<file path="config.mk">
export PLATFORM = sky130hd
export DESIGN_NAME = sac_config
export DESIGN_NICKNAME = d
export VERILOG_FILES = /design/src/sac_pkg.sv /design/src/sac_tick_if.sv /design/src/sac_timer.sv /design/src/sac_config.sv
export SDC_FILE = /design/constraint.sdc
export NUM_CORES = 1
export LEC_CHECK = 0
export BUFFER_PORTS_ARGS = -buffer_cell sky130_fd_sc_hd__buf_2
export CAP_MARGIN = 25
export CORE_MARGIN = 8
export CORE_UTILIZATION = 57
export DETAILED_ROUTE_END_ITERATION = 8
export PLACE_DENSITY = 0.82
export SLEW_MARGIN = 5
export SYNTH_ARGS = -nofsm -noshare
export SYNTH_HDL_FRONTEND = slang
export SYNTH_HIERARCHICAL = 1
export SYNTH_SLANG_ARGS = --single-unit
</file>
<file path="constraint.sdc">
create_clock -name pclk -period 6.9 [get_ports pclk]
set_input_delay 1.38 -clock pclk [delete_from_list [all_inputs] [get_ports pclk]]
set_output_delay 1.38 -clock pclk [all_outputs]
set_load 0.005 [all_outputs]
</file>
<file path="src/sac_pkg.sv">
// Package: register map, reset values, field positions and timing for the sequencer config block
package sac_pkg;
  // Printed offsets 0x22/0x23/0x24 are indices; byte address is four times the index
  localparam logic [7:0] SAC_IDX_SEQUENCER_CONTROL = 8'h22;
  localparam logic [7:0] SAC_IDX_AUTOCYCLE_CONTROL = 8'h23;
  localparam logic [7:0] SAC_IDX_CH_MASK = 8'h24;
  localparam logic [9:0] SAC_ADDR_SEQUENCER_CONTROL = {SAC_IDX_SEQUENCER_CONTROL, 2'b00};
  localparam logic [9:0] SAC_ADDR_AUTOCYCLE_CONTROL = {SAC_IDX_AUTOCYCLE_CONTROL, 2'b00};
  localparam logic [9:0] SAC_ADDR_CH_MASK = {SAC_IDX_CH_MASK, 2'b00};
  // Reset values
  localparam logic [7:0] SAC_SEQUENCER_CONTROL_RST = 8'h80;
  localparam logic [7:0] SAC_AUTOCYCLE_CONTROL_RST = 8'h00;
  localparam logic [15:0] SAC_CH_MASK_RST = 16'h0001;
  // Field positions
  localparam int SAC_STD_ON_BIT = 7;
  localparam int SAC_SELF_TIMED_CONVERT_ON_BIT = 0;
  localparam int SAC_SELF_TIMED_PERIOD_SELECT_LSB = 1;
  localparam logic [7:0] SAC_AC_WMASK = 8'h0F;
  // Autocycle periods in microseconds, codes 0..7, and clock rate
  localparam int SAC_CLK_MHZ = 125;
  localparam int SAC_PERIOD_US [8] = '{10, 20, 40, 80, 100, 200, 400, 800};
  localparam int SAC_CNT_W = 17;
endpackage : sac_pkg

</file>
<file path="src/sac_tick_if.sv">
// Interface: timer control from register bank to autocycle timer
`timescale 1ns/1ns
interface sac_tick_if;
  logic enable;
  logic [2:0] select;
  logic start;
  modport bank (output enable, output select, input start);
  modport timer (input enable, input select, output start);
endinterface : sac_tick_if

</file>
<file path="src/sac_timer.sv">
// Autocycle timer: emits a one-cycle conversion-start pulse at the selected period
`timescale 1ns/1ns
module sac_timer (
  input wire logic pclk,
  input wire logic presetn,
  sac_tick_if.timer tick
);
  typedef struct packed {
    logic [sac_pkg::SAC_CNT_W-1:0] count;
    logic start;
  } sac_timer_state_t;

  sac_timer_state_t state;
  sac_timer_state_t next_state;

  // Cycle count of one period; periods are exact multiples of the 8 ns clock
  function automatic logic [sac_pkg::SAC_CNT_W-1:0] sac_period_cycles(input logic [2:0] sel);
    sac_period_cycles = sac_pkg::SAC_CNT_W'(sac_pkg::SAC_PERIOD_US[sel] * sac_pkg::SAC_CLK_MHZ);
  endfunction : sac_period_cycles

  // Count up while enabled; disabling restarts the period from scratch
  always_comb begin
    next_state = state;
    next_state.start = 1'b0;
    if (!tick.enable) begin
      next_state.count = '0;
    end else if (state.count >= sac_period_cycles(tick.select) - 1'b1) begin
      next_state.count = '0;
      next_state.start = 1'b1;
    end else begin
      next_state.count = state.count + 1'b1;
    end
  end

  always_ff @(posedge pclk or negedge presetn) begin
    if (!presetn) begin
      state <= '0;
    end else begin
      state <= next_state;
    end
  end

  assign tick.start = state.start;

  // No pulse while the mode is off
  property p_no_pulse_off;
    @(posedge pclk) disable iff (!presetn)
      !tick.enable |=> !state.start;
  endproperty
  a_no_pulse_off: assert property (p_no_pulse_off) else $error("pulse while autocycle off");

  // Fastest period: no pulse 8 cycles after a pulse when select stays 0
  property p_period_10us;
    @(posedge pclk) disable iff (!presetn)
      (state.start && tick.enable && tick.select == 3'h0) ##1
      (tick.enable && tick.select == 3'h0) [*8]
      |-> !state.start;
  endproperty
  a_period_10us: assert property (p_period_10us) else $error("autocycle pulse too early");

  property p_count_bound;
    @(posedge pclk) disable iff (!presetn)
      tick.enable |=> state.count < sac_period_cycles($past(tick.select));
  endproperty
  a_count_bound: assert property (p_count_bound) else $error("timer count past period");

  c_pulse: cover property (@(posedge pclk) disable iff (!presetn) state.start);
endmodule : sac_timer

</file>
<file path="src/sac_config.sv">
// Top: APB register bank for sequencer control, autocycle control and channel mask
// Operation
// - Bit 7 enables standard sequencer, resets 0x80
// - Advanced slot count is field plus one
// - Autocycle pulse period chosen by 3-bit select
// - Bit 0 enables autocycle, register resets zero
// - Mask bit n includes input n
// - Channel mask resets to 0x0001
`timescale 1ns/1ns
module sac_config (
  input wire logic pclk,
  input wire logic presetn,
  input wire logic psel,
  input wire logic penable,
  input wire logic pwrite,
  input wire logic [11:0] paddr,
  input wire logic [31:0] pwdata,
  input wire logic [3:0] pstrb,
  output logic [31:0] prdata,
  output logic pready,
  output logic pslverr,
  output logic standard_sequence_on,
  output logic [15:0] input_in_sequence,
  output logic [7:0] advanced_slot_total,
  output logic self_timed_convert_on,
  output logic [2:0] self_timed_period_select,
  output logic convert_start
);
  typedef struct packed {
    logic [7:0] sequencer_control;
    logic [7:0] autocycle_control;
    logic [15:0] standard_channel_mask;
    logic [31:0] rdata;
    logic slverr;
    logic start;
    logic ready;
    logic [7:0] slots;
  } sac_state_t;

  sac_state_t state;
  sac_state_t next_state;
  sac_tick_if tick ();

  // Register decode; only word-aligned addresses in the low 1 KiB are mapped
  function automatic logic [1:0] sac_decode(input logic [11:0] addr);
    if (addr[11:10] != 2'b00) begin
      sac_decode = 2'd3;
    end else if (addr[9:0] == sac_pkg::SAC_ADDR_SEQUENCER_CONTROL) begin
      sac_decode = 2'd0;
    end else if (addr[9:0] == sac_pkg::SAC_ADDR_AUTOCYCLE_CONTROL) begin
      sac_decode = 2'd1;
    end else if (addr[9:0] == sac_pkg::SAC_ADDR_CH_MASK) begin
      sac_decode = 2'd2;
    end else begin
      sac_decode = 2'd3;
    end
  endfunction : sac_decode

  logic access;
  logic [1:0] sel_reg;
  assign access = psel && penable;
  assign sel_reg = sac_decode(paddr);

  // Register writes, read data and error; zero-wait slave, answers in the access cycle
  always_comb begin
    next_state = state;
    next_state.start = tick.start;
    next_state.slverr = 1'b0;
    next_state.rdata = '0;
    if (psel && !penable) begin
      unique case (sel_reg)
        2'd0: next_state.rdata = {24'h000000, state.sequencer_control};
        2'd1: next_state.rdata = {24'h000000, state.autocycle_control & sac_pkg::SAC_AC_WMASK};
        2'd2: next_state.rdata = {16'h0000, state.standard_channel_mask};
        2'd3: next_state.slverr = 1'b1; // Unmapped: error answer, no effect
      endcase
      if (pwrite && sel_reg != 2'd3) begin
        next_state.rdata = '0;
      end
    end
    if (access && pwrite) begin
      unique case (sel_reg)
        2'd0: if (pstrb[0]) next_state.sequencer_control = pwdata[7:0];
        2'd1: if (pstrb[0]) next_state.autocycle_control = pwdata[7:0] & sac_pkg::SAC_AC_WMASK;
        2'd2: begin
          if (pstrb[0]) next_state.standard_channel_mask[7:0] = pwdata[7:0];
          if (pstrb[1]) next_state.standard_channel_mask[15:8] = pwdata[15:8];
        end
        2'd3: next_state.slverr = 1'b0;
      endcase
    end
    if (access) begin
      next_state.slverr = 1'b0;
    end
    // Zero-wait slave; ready is held in a flop so the port comes from a register
    next_state.ready = 1'b1;
    // Slot total kept registered alongside the field it follows
    next_state.slots = {1'b0, next_state.sequencer_control[6:0]} + 8'h01;
  end

  // Reset loads the documented defaults
  always_ff @(posedge pclk or negedge presetn) begin
    if (!presetn) begin
      state.sequencer_control <= sac_pkg::SAC_SEQUENCER_CONTROL_RST;
      state.autocycle_control <= sac_pkg::SAC_AUTOCYCLE_CONTROL_RST;
      state.standard_channel_mask <= sac_pkg::SAC_CH_MASK_RST;
      state.rdata <= '0;
      state.slverr <= 1'b0;
      state.start <= 1'b0;
      state.ready <= 1'b0;
      state.slots <= 8'h01;
    end else begin
      state <= next_state;
    end
  end

  // Timer sees the stored fields directly
  assign tick.enable = state.autocycle_control[sac_pkg::SAC_SELF_TIMED_CONVERT_ON_BIT];
  assign tick.select = state.autocycle_control[sac_pkg::SAC_SELF_TIMED_PERIOD_SELECT_LSB +: 3];

  sac_timer u_timer (
    .pclk(pclk),
    .presetn(presetn),
    .tick(tick)
  );

  // Registered setup-phase capture gives data and error in the access cycle; pready low in reset, high from the first clock after it
  assign prdata = state.rdata;
  assign pslverr = state.slverr;
  assign pready = state.ready;
  // Outputs straight from the stored registers
  assign standard_sequence_on = state.sequencer_control[sac_pkg::SAC_STD_ON_BIT];
  assign input_in_sequence = state.standard_channel_mask;
  // Slot total widened to 8 bits so 127+1 fits; the host owns the zero-before-command-mode step
  assign advanced_slot_total = state.slots;
  assign self_timed_convert_on = tick.enable;
  assign self_timed_period_select = tick.select;
  assign convert_start = state.start;

  property p_reset_vals;
    @(posedge pclk) $rose(presetn) |-> state.sequencer_control == 8'h80 &&
      state.autocycle_control == 8'h00 && state.standard_channel_mask == 16'h0001;
  endproperty
  a_reset_vals: assert property (p_reset_vals) else $error("bad reset values");

  property p_seq_write;
    @(posedge pclk) disable iff (!presetn)
      (access && pwrite && sel_reg == 2'd0 && pstrb[0]) |=>
        standard_sequence_on == $past(pwdata[7]);
  endproperty
  a_seq_write: assert property (p_seq_write) else $error("sequencer enable not written");

  property p_slots;
    @(posedge pclk) disable iff (!presetn)
      advanced_slot_total == 8'(state.sequencer_control[6:0]) + 8'h01;
  endproperty
  a_slots: assert property (p_slots) else $error("slot total wrong");

  property p_ac_write;
    @(posedge pclk) disable iff (!presetn)
      (access && pwrite && sel_reg == 2'd1 && pstrb[0]) |=>
        self_timed_convert_on == $past(pwdata[0]) && self_timed_period_select == $past(pwdata[3:1]);
  endproperty
  a_ac_write: assert property (p_ac_write) else $error("autocycle control not written");

  property p_reserved;
    @(posedge pclk) disable iff (!presetn) state.autocycle_control[7:4] == 4'h0;
  endproperty
  a_reserved: assert property (p_reserved) else $error("reserved bits set");

  property p_mask_write;
    @(posedge pclk) disable iff (!presetn)
      (access && pwrite && sel_reg == 2'd2 && pstrb == 4'hF) |=>
        input_in_sequence == $past(pwdata[15:0]);
  endproperty
  a_mask_write: assert property (p_mask_write) else $error("mask not written");

  property p_mask_read;
    @(posedge pclk) disable iff (!presetn)
      (psel && !penable && !pwrite && sel_reg == 2'd2) |=>
        prdata == {16'h0000, input_in_sequence};
  endproperty
  a_mask_read: assert property (p_mask_read) else $error("mask readback wrong");

  property p_start_when_on;
    @(posedge pclk) disable iff (!presetn) convert_start |-> $past(self_timed_convert_on, 2);
  endproperty
  a_start_when_on: assert property (p_start_when_on) else $error("start while off");

  c_write_mask: cover property (@(posedge pclk) disable iff (!presetn)
    access && pwrite && sel_reg == 2'd2);
  c_ac_on: cover property (@(posedge pclk) disable iff (!presetn) $rose(self_timed_convert_on));
  c_err: cover property (@(posedge pclk) disable iff (!presetn) access && pslverr);
endmodule : sac_config

</file>
==> results of run 1 <==
## final cells by class
class | count | area [µm²]
timing repair buffer | 86 | 442.9
inverter | 47 | 176.4
sequential | 73 | 1831
clock inverter | 7 | 71.32
fill | 872 | 3998
tap | 136 | 170.2
clock buffer | 9 | 123.9
multi-input combinational | 407 | 3372
## critical path: stages (launching register included)
cell and delay [ns]:
dfrtp_1 0.39, inv_1 0.24, ha_1 0.30, nand2_2 0.17, o21a_2 0.27, fa_1 0.42
ha_1 0.21, or2_2 0.31, fa_1 0.51, inv_1 0.06, fa_1 0.52, inv_1 0.04
ha_1 0.25, or4_1 0.58, o22ai_2 0.20, o311ai_1 0.15, ha_1 0.31, nand2_1 0.08
nor4_2 0.32, o211ai_2 0.19, nand3_4 0.34, nor2_1 0.10
## flip-flops by register name, indices dropped and copies added, names as in the netlist, 3 cells and up
register                  cells
advanced_slot_total           8
input_in_sequence            16
self_timed_period_select      3
u_timer/state                17
prdata                       16
state                         7
## metal layers
layer,global-route usage,share of wire,vias up
li1,-,-,1991
met1,0.2066,0.41,2065
met2,0.3287,0.52,110
met3,0.04988,0.058,20
met4,0.05364,0.015,0
met5,0,0,-
## report_power, final
| part | switching (mW) | leakage [nW] | total [mW] | internal [mW] |
|---|---|---|---|---|
| registers | 0.000261 | 1.01 | 0.429 | 0.428 |
| clock network | 0.185 | 0.0995 | 0.326 | 0.141 |
| logic | 0.0265 | 2.00 | 0.0415 | 0.0150 |
| total | 0.212 | 3.11 | 0.796 | 0.584 |
## layout by cell type, fill, tap and decap left out, types with 3 or more instances in the layout
| cell type | instances |
|---|---|
| mux2_2 | 24 |
| nand3_1 | 14 |
| ha_1 | 59 |
| buf_4 | 5 |
| buf_2 | 81 |
| or3b_2 | 3 |
| a21oi_1 | 24 |
| nor2b_1 | 4 |
| a21o_1 | 6 |
| dfstp_2 | 3 |
| xnor2_1 | 19 |
| clkbuf_8 | 9 |
| a22oi_1 | 9 |
| nand2_1 | 33 |
| o22ai_1 | 3 |
| mux2_4 | 4 |
| dfrtp_1 | 70 |
| fa_1 | 17 |
| nor2_1 | 36 |
| o21ai_1 | 5 |
| inv_1 | 46 |
| conb_1 | 17 |
| mux2i_1 | 9 |
| xor2_1 | 18 |
| inv_6 | 3 |
| nor3_1 | 4 |
| nand4_1 | 3 |
| nor2_4 | 8 |
| and2_1 | 12 |
| and3_1 | 7 |
| nand2b_1 | 8 |
| o21ai_0 | 9 |
| nor2_2 | 4 |
## cells by family after synthesis
group           count (synthesis)  synth area share
flops                          73            0.3115
xor+xnor                       37           0.05515
other cells                     2          0.001278
compound gates                 81           0.09561
buf+inv                       119            0.1241
fa+ha+maj                      76            0.1836
simple gates                  159            0.1572
mux                            37           0.07155
## stage by stage
step           power (mW)  setup WS, ns  hold slack, ns
2_1_floorplan      0.4599         1.146          0.3312
3_3_place_gp       0.4768        0.9831          0.3355
3_5_place_dp       0.4786        0.8358          0.3356
4_1_cts            0.8052        0.8032          0.3567
5_1_grt            0.8274        0.3960          0.3662
6_report           0.7963        0.7931          0.3522
## worst max path at each step
stage                              endpoint  slack (ns)
final                      u_timer/state[7]        0.79
after detailed placement   u_timer/state[3]        0.84
after global routing       u_timer/state[3]        0.40
after CTS                  u_timer/state[3]        0.80
after floorplan           u_timer/state[11]        1.15
after global placement    u_timer/state[17]        0.98
==> impl_metrics.tcl, run 1 <==
set metrics [dict create \
    outcome "finished, final reports clean" \
    crit_path_start_kind "register" \
    fin_cells 765 \
    syn_to_final_growth_pct 5.302 \
    rows 37 \
    maxCapViolations 0 \
    syn_inst 584 \
    dpl_cell_area_um2 5992 \
    wl_per_cell_um 16.35 \
    synthDistinctLibCells 74 \
    avgSynthCellArea_um2 10.06 \
    cts_hold_buf 0 \
    dp_hpwl_um 9754 \
    r2r_setup_slack_ns 0.79 \
    grt.total_usage 0.1828 \
    cp-startpoint "self_timed_period_select[1]" \
    synth_top_area_share 0.2981 \
    design_area_um2 6187 \
    required_ns 7.13 \
    cts_resized 0 \
    wl_um 12510 \
    end_kind "register" \
    port_buffers 82 \
    cts_tree "done" \
    synth_common_cells "70 x dfrtp_1, 63 x buf_4, 59 x ha_1" \
    grt_pass1_vias 4564 \
    clk_pin_slew_worst_paths_ns 0.09 \
    fmax_mhz 163.8 \
    die_w_um 117.5 \
    fp.dieH_um 117.5 \
    yosysWarnings 6 \
    synth_most_common_cell "dfrtp_1" \
    leakage_nw 3.110 \
    max_slew_margin 0.4089 \
    worstSetupPathType "register to register" \
    overflow 0 \
    dieArea_um2 13810 \
    reg2reg_depth 21 \
    place_congestion 0.8382 \
    cts_max_level 3 \
    hold_violations 0 \
    root_buffer "clkbuf_8" \
    post_cts_buffers 0 \
    finish.utilization 0.6075 \
    hp-start "u_timer/tick.start" \
    grt_pass1_wl_um 21360 \
    antenna_left 0 \
    clock_skew_ns 0.01360 \
    cp.arrival_ns 6.33 \
    layout-drive-gt1-share 0.2703 \
    synth-main-ff-cell "dfrtp_1" \
    drt_iter0_drc 163 \
    cts_buffers 9 \
    critPathMaxFanout 17 \
    numClockSinks 73 \
    vdd.ir_drop.worst_mv 0.1625 \
    drtPass1Iterations 5 \
    r2r-start "self_timed_period_select[1]" \
    fin_crit_sh 0.8851 \
    async_flop_share 1.000 \
    grt_max_degree 74 \
    drcViolationCount 0 \
    fin_nets 753 \
    ys_top_cells_by_area "dfrtp_1 30%, ha_1 13%, buf_4 8.0%" \
    clock_path_buffers 2 \
    netlist_area_um2 5876 \
    worst_pin_slew_ns 0.8867 \
    ys_seq_elements 73 \
    tns_ns 0 \
    r2r-end "u_timer/state[7]" \
    min_to "convert_start" \
    min_path_cells 0 \
    antennaDiodeCount 0 \
    initial_utilization 0.5769 \
    dp_cells 749 \
    viasPerCell 5.472 \
    hold_path.class "register to register" \
    fin_crit_ns 6.107 \
    antenna_found_initial 0 \
    slew_viol_final 0 \
    p_per_area_nw_per_um2 128.7 \
    grt_setup_unrepaired "no" \
    via_count 4186 \
    synth_edf_count 0 \
    yosysTopAreaCell "dfrtp_1" \
    io_pins 117 \
    finalSetupViolCount 0 \
    clk-insertion-delay-late_ns 0.35 \
    core_um2 10180 \
    yosysSeqAreaShare 0.3115 \
]
(Power assumes the default switching activity.)
==> inputs of run 2 (changes only) <==
CORE_ASPECT_RATIO = 1.1   (was unset)
clock period = 6.2 ns   (was 6.9 ns; I/O delays follow)
==> impl_metrics.tcl, run 2 (synthesis results as in run 1) <==
set metrics [dict create \
    grt_pass1_wl_um 21560 \
    min_to "convert_start" \
    fin_crit_sh 0.9530 \
    critPathMaxFanout 11 \
    place_congestion 0.8599 \
    internal_power_mw 0.8549 \
    initial_utilization 0.5761 \
    core_um2 10200 \
    dp_hpwl_um 9911 \
    power_frac_seq 0.433 \
    leakage_nw 3.212 \
    clock_skew_ns 0.006598 \
    viasPerCell 5.601 \
    min_path_cells 0 \
    cp.arrival_ns 6.18 \
    p_clk_frac 0.523 \
    seq_area_um2 1832 \
    dp_cells 739 \
    via_count 4257 \
    place_ws_ns 0.1270 \
    p_per_area_nw_per_um2 172.6 \
    clock_path_buffers 2 \
    grt_max_degree 74 \
    r2r_setup_slack_ns 0.29 \
    grt.total_usage 0.1910 \
    drt_iter0_drc 191 \
    rows 39 \
    r2r-start "self_timed_period_select[0]" \
    end_kind "register" \
    overflow 0 \
    path_cells "inv_1, ha_2, nand2_2, o21a_2, fa_1, ha_1, or2_2, fa_1, inv_1, fa_1, inv_1, ha_1, or4_1, o22ai_2, a21oi_1, o311ai_1, ha_1, a21oi_1, o21ai_0, a21oi_1, nand3_4, buf_12, nor2_1" \
    dieArea_um2 13820 \
    wl_um 12860 \
    hold_path.class "register to register" \
    p_comb_frac 0.043 \
    worst_pin_slew_ns 0.8945 \
    antenna_found_initial 0 \
    antennaDiodeCount 0 \
    max_slew_margin 0.4037 \
    finalSetupViolCount 0 \
    cts_buffers 9 \
    maxCapViolations 0 \
    cts_tree "done" \
    wl_per_cell_um 16.93 \
    tns_ns 0 \
    crit_path_start_kind "register" \
    fin_cells 760 \
    fin_nets 761 \
    io_pins 117 \
    fp.dieH_um 122.5 \
    p_switching_mw 0.2474 \
    slowest_stage "or4_1" \
    reg2reg_depth 23 \
    largest_reg_flops 17 \
    top_register "u_timer/state" \
    required_ns 6.47 \
    layout-drive-gt1-share 0.2857 \
    slew_viol_final 0 \
    port_buffers 82 \
    grt_setup_unrepaired "no" \
    crit_path_max_incr_delay_ns 0.56 \
    setup_slack_ns 0.2914 \
    r2r-end "u_timer/state[7]" \
    syn_to_final_growth_pct 8.688 \
    final_cell_mix "82 x buf_2, 69 x dfrtp_1, 58 x ha_1" \
    cts_max_level 3 \
    outcome "finished, final reports clean" \
    numClockSinks 73 \
    fmax_mhz 169.2 \
    grt_pass1_vias 4710 \
    multi_input_area_um2 3378 \
    hold_violations 0 \
    die_w_um 112.8 \
    hp-start "u_timer/tick.start" \
    root_buffer "clkbuf_16" \
    finish.utilization 0.6262 \
    antenna_left 0 \
    clk-insertion-delay-late_ns 0.34 \
    drtPass1Iterations 5 \
    worstSetupPathType "register to register" \
    clk_pin_slew_worst_paths_ns 0.06 \
    layout.cells.most_common "buf_2" \
    drcViolationCount 0 \
    swShare 0.2245 \
    vdd.ir_drop.worst_mv 0.2196 \
    nFillCells 785 \
    fin_crit_ns 5.909 \
]
run 2: cell types whose count changed in the layout (fill, tap and decap cells not counted), moves of 2 or more:
cell	change
bufinv_16	+2
buf_4	+6
clkbuf_16	+9
clkinv_4	-2
clkbuf_8	-9
run 2: area by class of cell:
| cell class | count | area share |
|---|---|---|
| Timing Repair Buffer | 94 | 0.08033 |
| Multi-Input combinational cell | 407 | 0.5290 |
| Clock buffer | 9 | 0.03527 |
| Sequential cell | 73 | 0.2868 |
| Tap cell | 123 | 0.02410 |
| Clock inverter | 7 | 0.01685 |
| Inverter | 47 | 0.02763 |
run 2: timing repair:
item | 4_1_cts | 5_1_grt
endpoints found under the hold margin | 0 | 0
resized for setup | 0 | 4
hold buffers | 0 | 0
buffers inserted | 0 | 5
setup endpoints to repair | 0 | 18
run 2: metal layers:
layer,vias to the layer above,track usage,wire length [µm]
met5,-,0,0
met2,152,0.3508,6773
met4,0,0.08692,252
li1,2006,-,-
met3,23,0.05463,883
met1,2076,0.1996,4955
run 2: worst max-delay path by stage:
stage,start,to,slack [ns],cells after the start
floorplan,self_timed_period_select[1],u_timer/state[11],0.45,28
global placement,self_timed_period_select[1],u_timer/state[17],0.29,21
detailed placement,self_timed_period_select[1],u_timer/state[17],0.13,22
CTS,self_timed_period_select[0],u_timer/state[7],0.1,22
global route,self_timed_period_select[0],u_timer/state[8],0.007,27
finish,self_timed_period_select[0],u_timer/state[7],0.29,23
run 2: power by group through the flow:
| stage | Clock, mW | Sequential [mW] | Combinational [mW] |
|---|---|---|---|
| floorplan | 0 | 0.487 | 0.0254 |
| global route | 0.602 | 0.477 | 0.0535 |
| detailed placement | 0 | 0.486 | 0.0473 |
| finish | 0.577 | 0.478 | 0.0478 |
| global placement | 0 | 0.486 | 0.0453 |
| CTS | 0.584 | 0.478 | 0.0475 |
run 2: worst max-delay path, delay by kind of cell (launching register included):
family / cells / cell delay (ns)
buf+inv: 4 / 0.39
simple gates: 5 / 1.29
fa+ha+maj: 7 / 2.51
flops: 1 / 0.46
compound gates: 7 / 1.17
run 2: through the flow:
stage,hold WS (ns),instance area [µm²],total power [mW]
after floorplan,0.3312,5932,0.5119
after global placement,0.3345,5996,0.5315
after detailed placement,0.3358,5996,0.5337
after CTS,0.3521,6329,1.109
after global routing,0.3655,6386,1.133
final,0.3485,6386,1.102
==> inputs of run 3 (changes only) <==
ABC_AREA = 1   (was unset)
PLACE_DENSITY = 0.85   (was 0.82)
==> impl_metrics.tcl, run 3 <==
set metrics [dict create \
    outcome "finished, final reports clean" \
    place_congestion 0.8530 \
    synth_top_family_by_area "simple AND/OR/NAND/NOR gates" \
    p_switching_mw 0.2539 \
    rows 39 \
    synth_top_area_share 0.2956 \
    syn_inst 723 \
    largest_reg_flops 17 \
    async_flop_share 1.000 \
    drtPass1Iterations 5 \
    fin_crit_sh 0.9240 \
    die_w_um 113.2 \
    worst_pin_slew_ns 0.9008 \
    numClockSinks 73 \
    leakage_nw 3.517 \
    synth_common_cells "136 x nand2_1, 117 x inv_1, 75 x nor2_1" \
    yosysSeqAreaShare 0.3089 \
    synthDistinctLibCells 43 \
    port_buffers 82 \
    slew_viol_final 0 \
    hold_path.class "register to register" \
    yosysTopAreaCell "dfrtp_1" \
    root_buffer "clkbuf_16" \
    reg2reg_depth 29 \
    layout.cells.most_common "nand2_1" \
    hp-start "u_timer/tick.start" \
    worstSetupPathType "register to register" \
    muxShareOfSynthArea 0.02217 \
    slowest_stage "dfrtp_1" \
    dp_hpwl_um 9523 \
    overflow 0 \
    clk_pin_slew_worst_paths_ns 0.06 \
    internal_power_mw 0.7725 \
    vdd.ir_drop.worst_mv 0.1864 \
    drt_iter0_drc 234 \
    ys_top_cells_by_area "dfrtp_1 30%, ha_1 12%, nand2_1 8.6%" \
    viasPerCell 5.058 \
    synth-main-ff-cell "dfrtp_1" \
    multi_input_area_um2 3203 \
    r2r-end "u_timer/state[4]" \
    clock_path_buffers 2 \
    p_per_area_nw_per_um2 161.1 \
    grt_max_degree 74 \
    top_register "u_timer/state" \
    synth_edf_count 0 \
    grt.total_usage 0.1847 \
    tns_ns 0 \
    swShare 0.2473 \
    wl_per_cell_um 13.72 \
    post_cts_buffers 0 \
    initial_utilization 0.5783 \
    seq_area_um2 1831 \
    via_count 4537 \
    final_cell_mix "136 x nand2_1, 117 x inv_1, 81 x buf_2" \
    p_comb_frac 0.049 \
    finish.utilization 0.6217 \
    ys_seq_elements 73 \
    crit_path_max_incr_delay_ns 0.60 \
    antenna_found_initial 0 \
    synth_compound_area_frac 0.06503 \
    drcViolationCount 0 \
    avgSynthCellArea_um2 8.196 \
    cp.arrival_ns 5.94 \
    fp.dieH_um 122.9 \
    syn_to_final_growth_pct 7.517 \
    synth-simple-area-share 0.2162 \
    required_ns 6.42 \
    critPathMaxFanout 17 \
    r2r-start "self_timed_period_select[2]" \
    synth_adder_area_share 0.1820 \
    clk-insertion-delay-late_ns 0.34 \
    synth_most_common_cell "nand2_1" \
    max_slew_margin 0.3995 \
    min_path_cells 0 \
    dieArea_um2 13920 \
    antennaDiodeCount 0 \
    synth-xor-area-share 0.04434 \
    dp_cells 881 \
    layout-drive-gt1-share 0.1912 \
    cts_max_level 3 \
    netlist_area_um2 5926 \
    yosysWarnings 6 \
    maxCapViolations 0 \
    end_kind "register" \
    cts_resized 0 \
    p_clk_frac 0.486 \
    crit_path_start_kind "register" \
    grt_pass1_vias 4718 \
    fin_nets 898 \
    cts_tree "done" \
    cts_hold_buf 0 \
    hold_ws_ns 0.3484 \
    crit_top_cell "nand2_1" \
    antenna_left 0 \
    wl_um 12310 \
    hold_violations 0 \
    grt_pass1_wl_um 21000 \
    cts_buffers 9 \
    finalSetupViolCount 0 \
    power_frac_seq 0.465 \
    fin_cells 897 \
    fin_crit_ns 5.729 \
    fmax_mhz 174.6 \
    clock_skew_ns 0.007569 \
    min_to "convert_start" \
    r2r_setup_slack_ns 0.47 \
    core_um2 10250 \
    grt_setup_unrepaired "no" \
    nFillCells 837 \
    io_pins 117 \
]
## run 3: changes by cell type in the layout (fill, tap and decap cells not counted), moves of 11 or more
cell,change
o21ai_0,+20
nand3_1,+14
nand2_1,+103
xnor2_1,-11
nor2_1,+39
mux2_2,-23
and2_1,-12
inv_1,+72
## run 3: layout make-up
class / count / area share
Clock buffer: 9 / 0.03535
Inverter: 123 / 0.07247
Tap cell: 123 / 0.02416
Sequential cell: 73 / 0.2873
Multi-Input combinational cell: 477 / 0.5027
Timing Repair Buffer: 85 / 0.06834
Clock inverter: 7 / 0.009623
## run 3: power by group through the flow
stage,sequential [mW],clock (mW),combinational [mW]
6_report,0.478,0.498,0.0503
5_1_grt,0.478,0.521,0.0583
4_1_cts,0.478,0.504,0.0507
3_5_place_dp,0.486,0,0.0504
3_3_place_gp,0.486,0,0.0492
2_1_floorplan,0.487,0,0.0308
## run 3: cell families after synthesis
| kind of cell | Yosys count |
|---|---|
| simple gates | 279 |
| buf+inv | 188 |
| fa+ha+maj | 76 |
| flops | 73 |
| compound gates | 66 |
| xor+xnor | 30 |
| mux | 9 |
| other cells | 2 |
## run 3: how the worst max path moves through the flow
stage | to | slack (ns) | cells after the start | from
detailed placement | u_timer/state[4] | 0.53 | 28 | self_timed_period_select[2]
global route | u_timer/state[4] | 0.02 | 30 | self_timed_period_select[1]
finish | u_timer/state[4] | 0.47 | 29 | self_timed_period_select[2]
floorplan | u_timer/state[10] | 0.77 | 31 | self_timed_period_select[1]
CTS | u_timer/state[4] | 0.50 | 28 | self_timed_period_select[2]
global placement | u_timer/state[17] | 0.58 | 28 | self_timed_period_select[2]
## run 3: through the flow
stage	setup slack (ns)	instance area (µm²)	power [mW]
5_1_grt	0.02444	6371	1.057
2_1_floorplan	0.7703	5982	0.5173
3_5_place_dp	0.5253	6085	0.5368
4_1_cts	0.4966	6371	1.032
6_report	0.4715	6371	1.026
3_3_place_gp	0.5846	6085	0.5356
## run 3: routing by layer
| layer | part of all wire | wire, µm | GRT usage | up-vias |
|---|---|---|---|---|
| li1 | - | - | - | 2271 |
| met4 | 0.018 | 222 | 0.06917 | 0 |
| met3 | 0.057 | 703 | 0.04299 | 16 |
| met1 | 0.41 | 5038 | 0.2054 | 2122 |
| met2 | 0.52 | 6345 | 0.3388 | 128 |
| met5 | 0 | 0 | 0 | - |
## run 3: critical path, delay by kind of cell (launching register included)
family,cells,cell delay [ns]
compound gates,1,0.06
fa+ha+maj,7,2.62
buf+inv,5,0.51
flops,1,0.60
simple gates,16,1.82
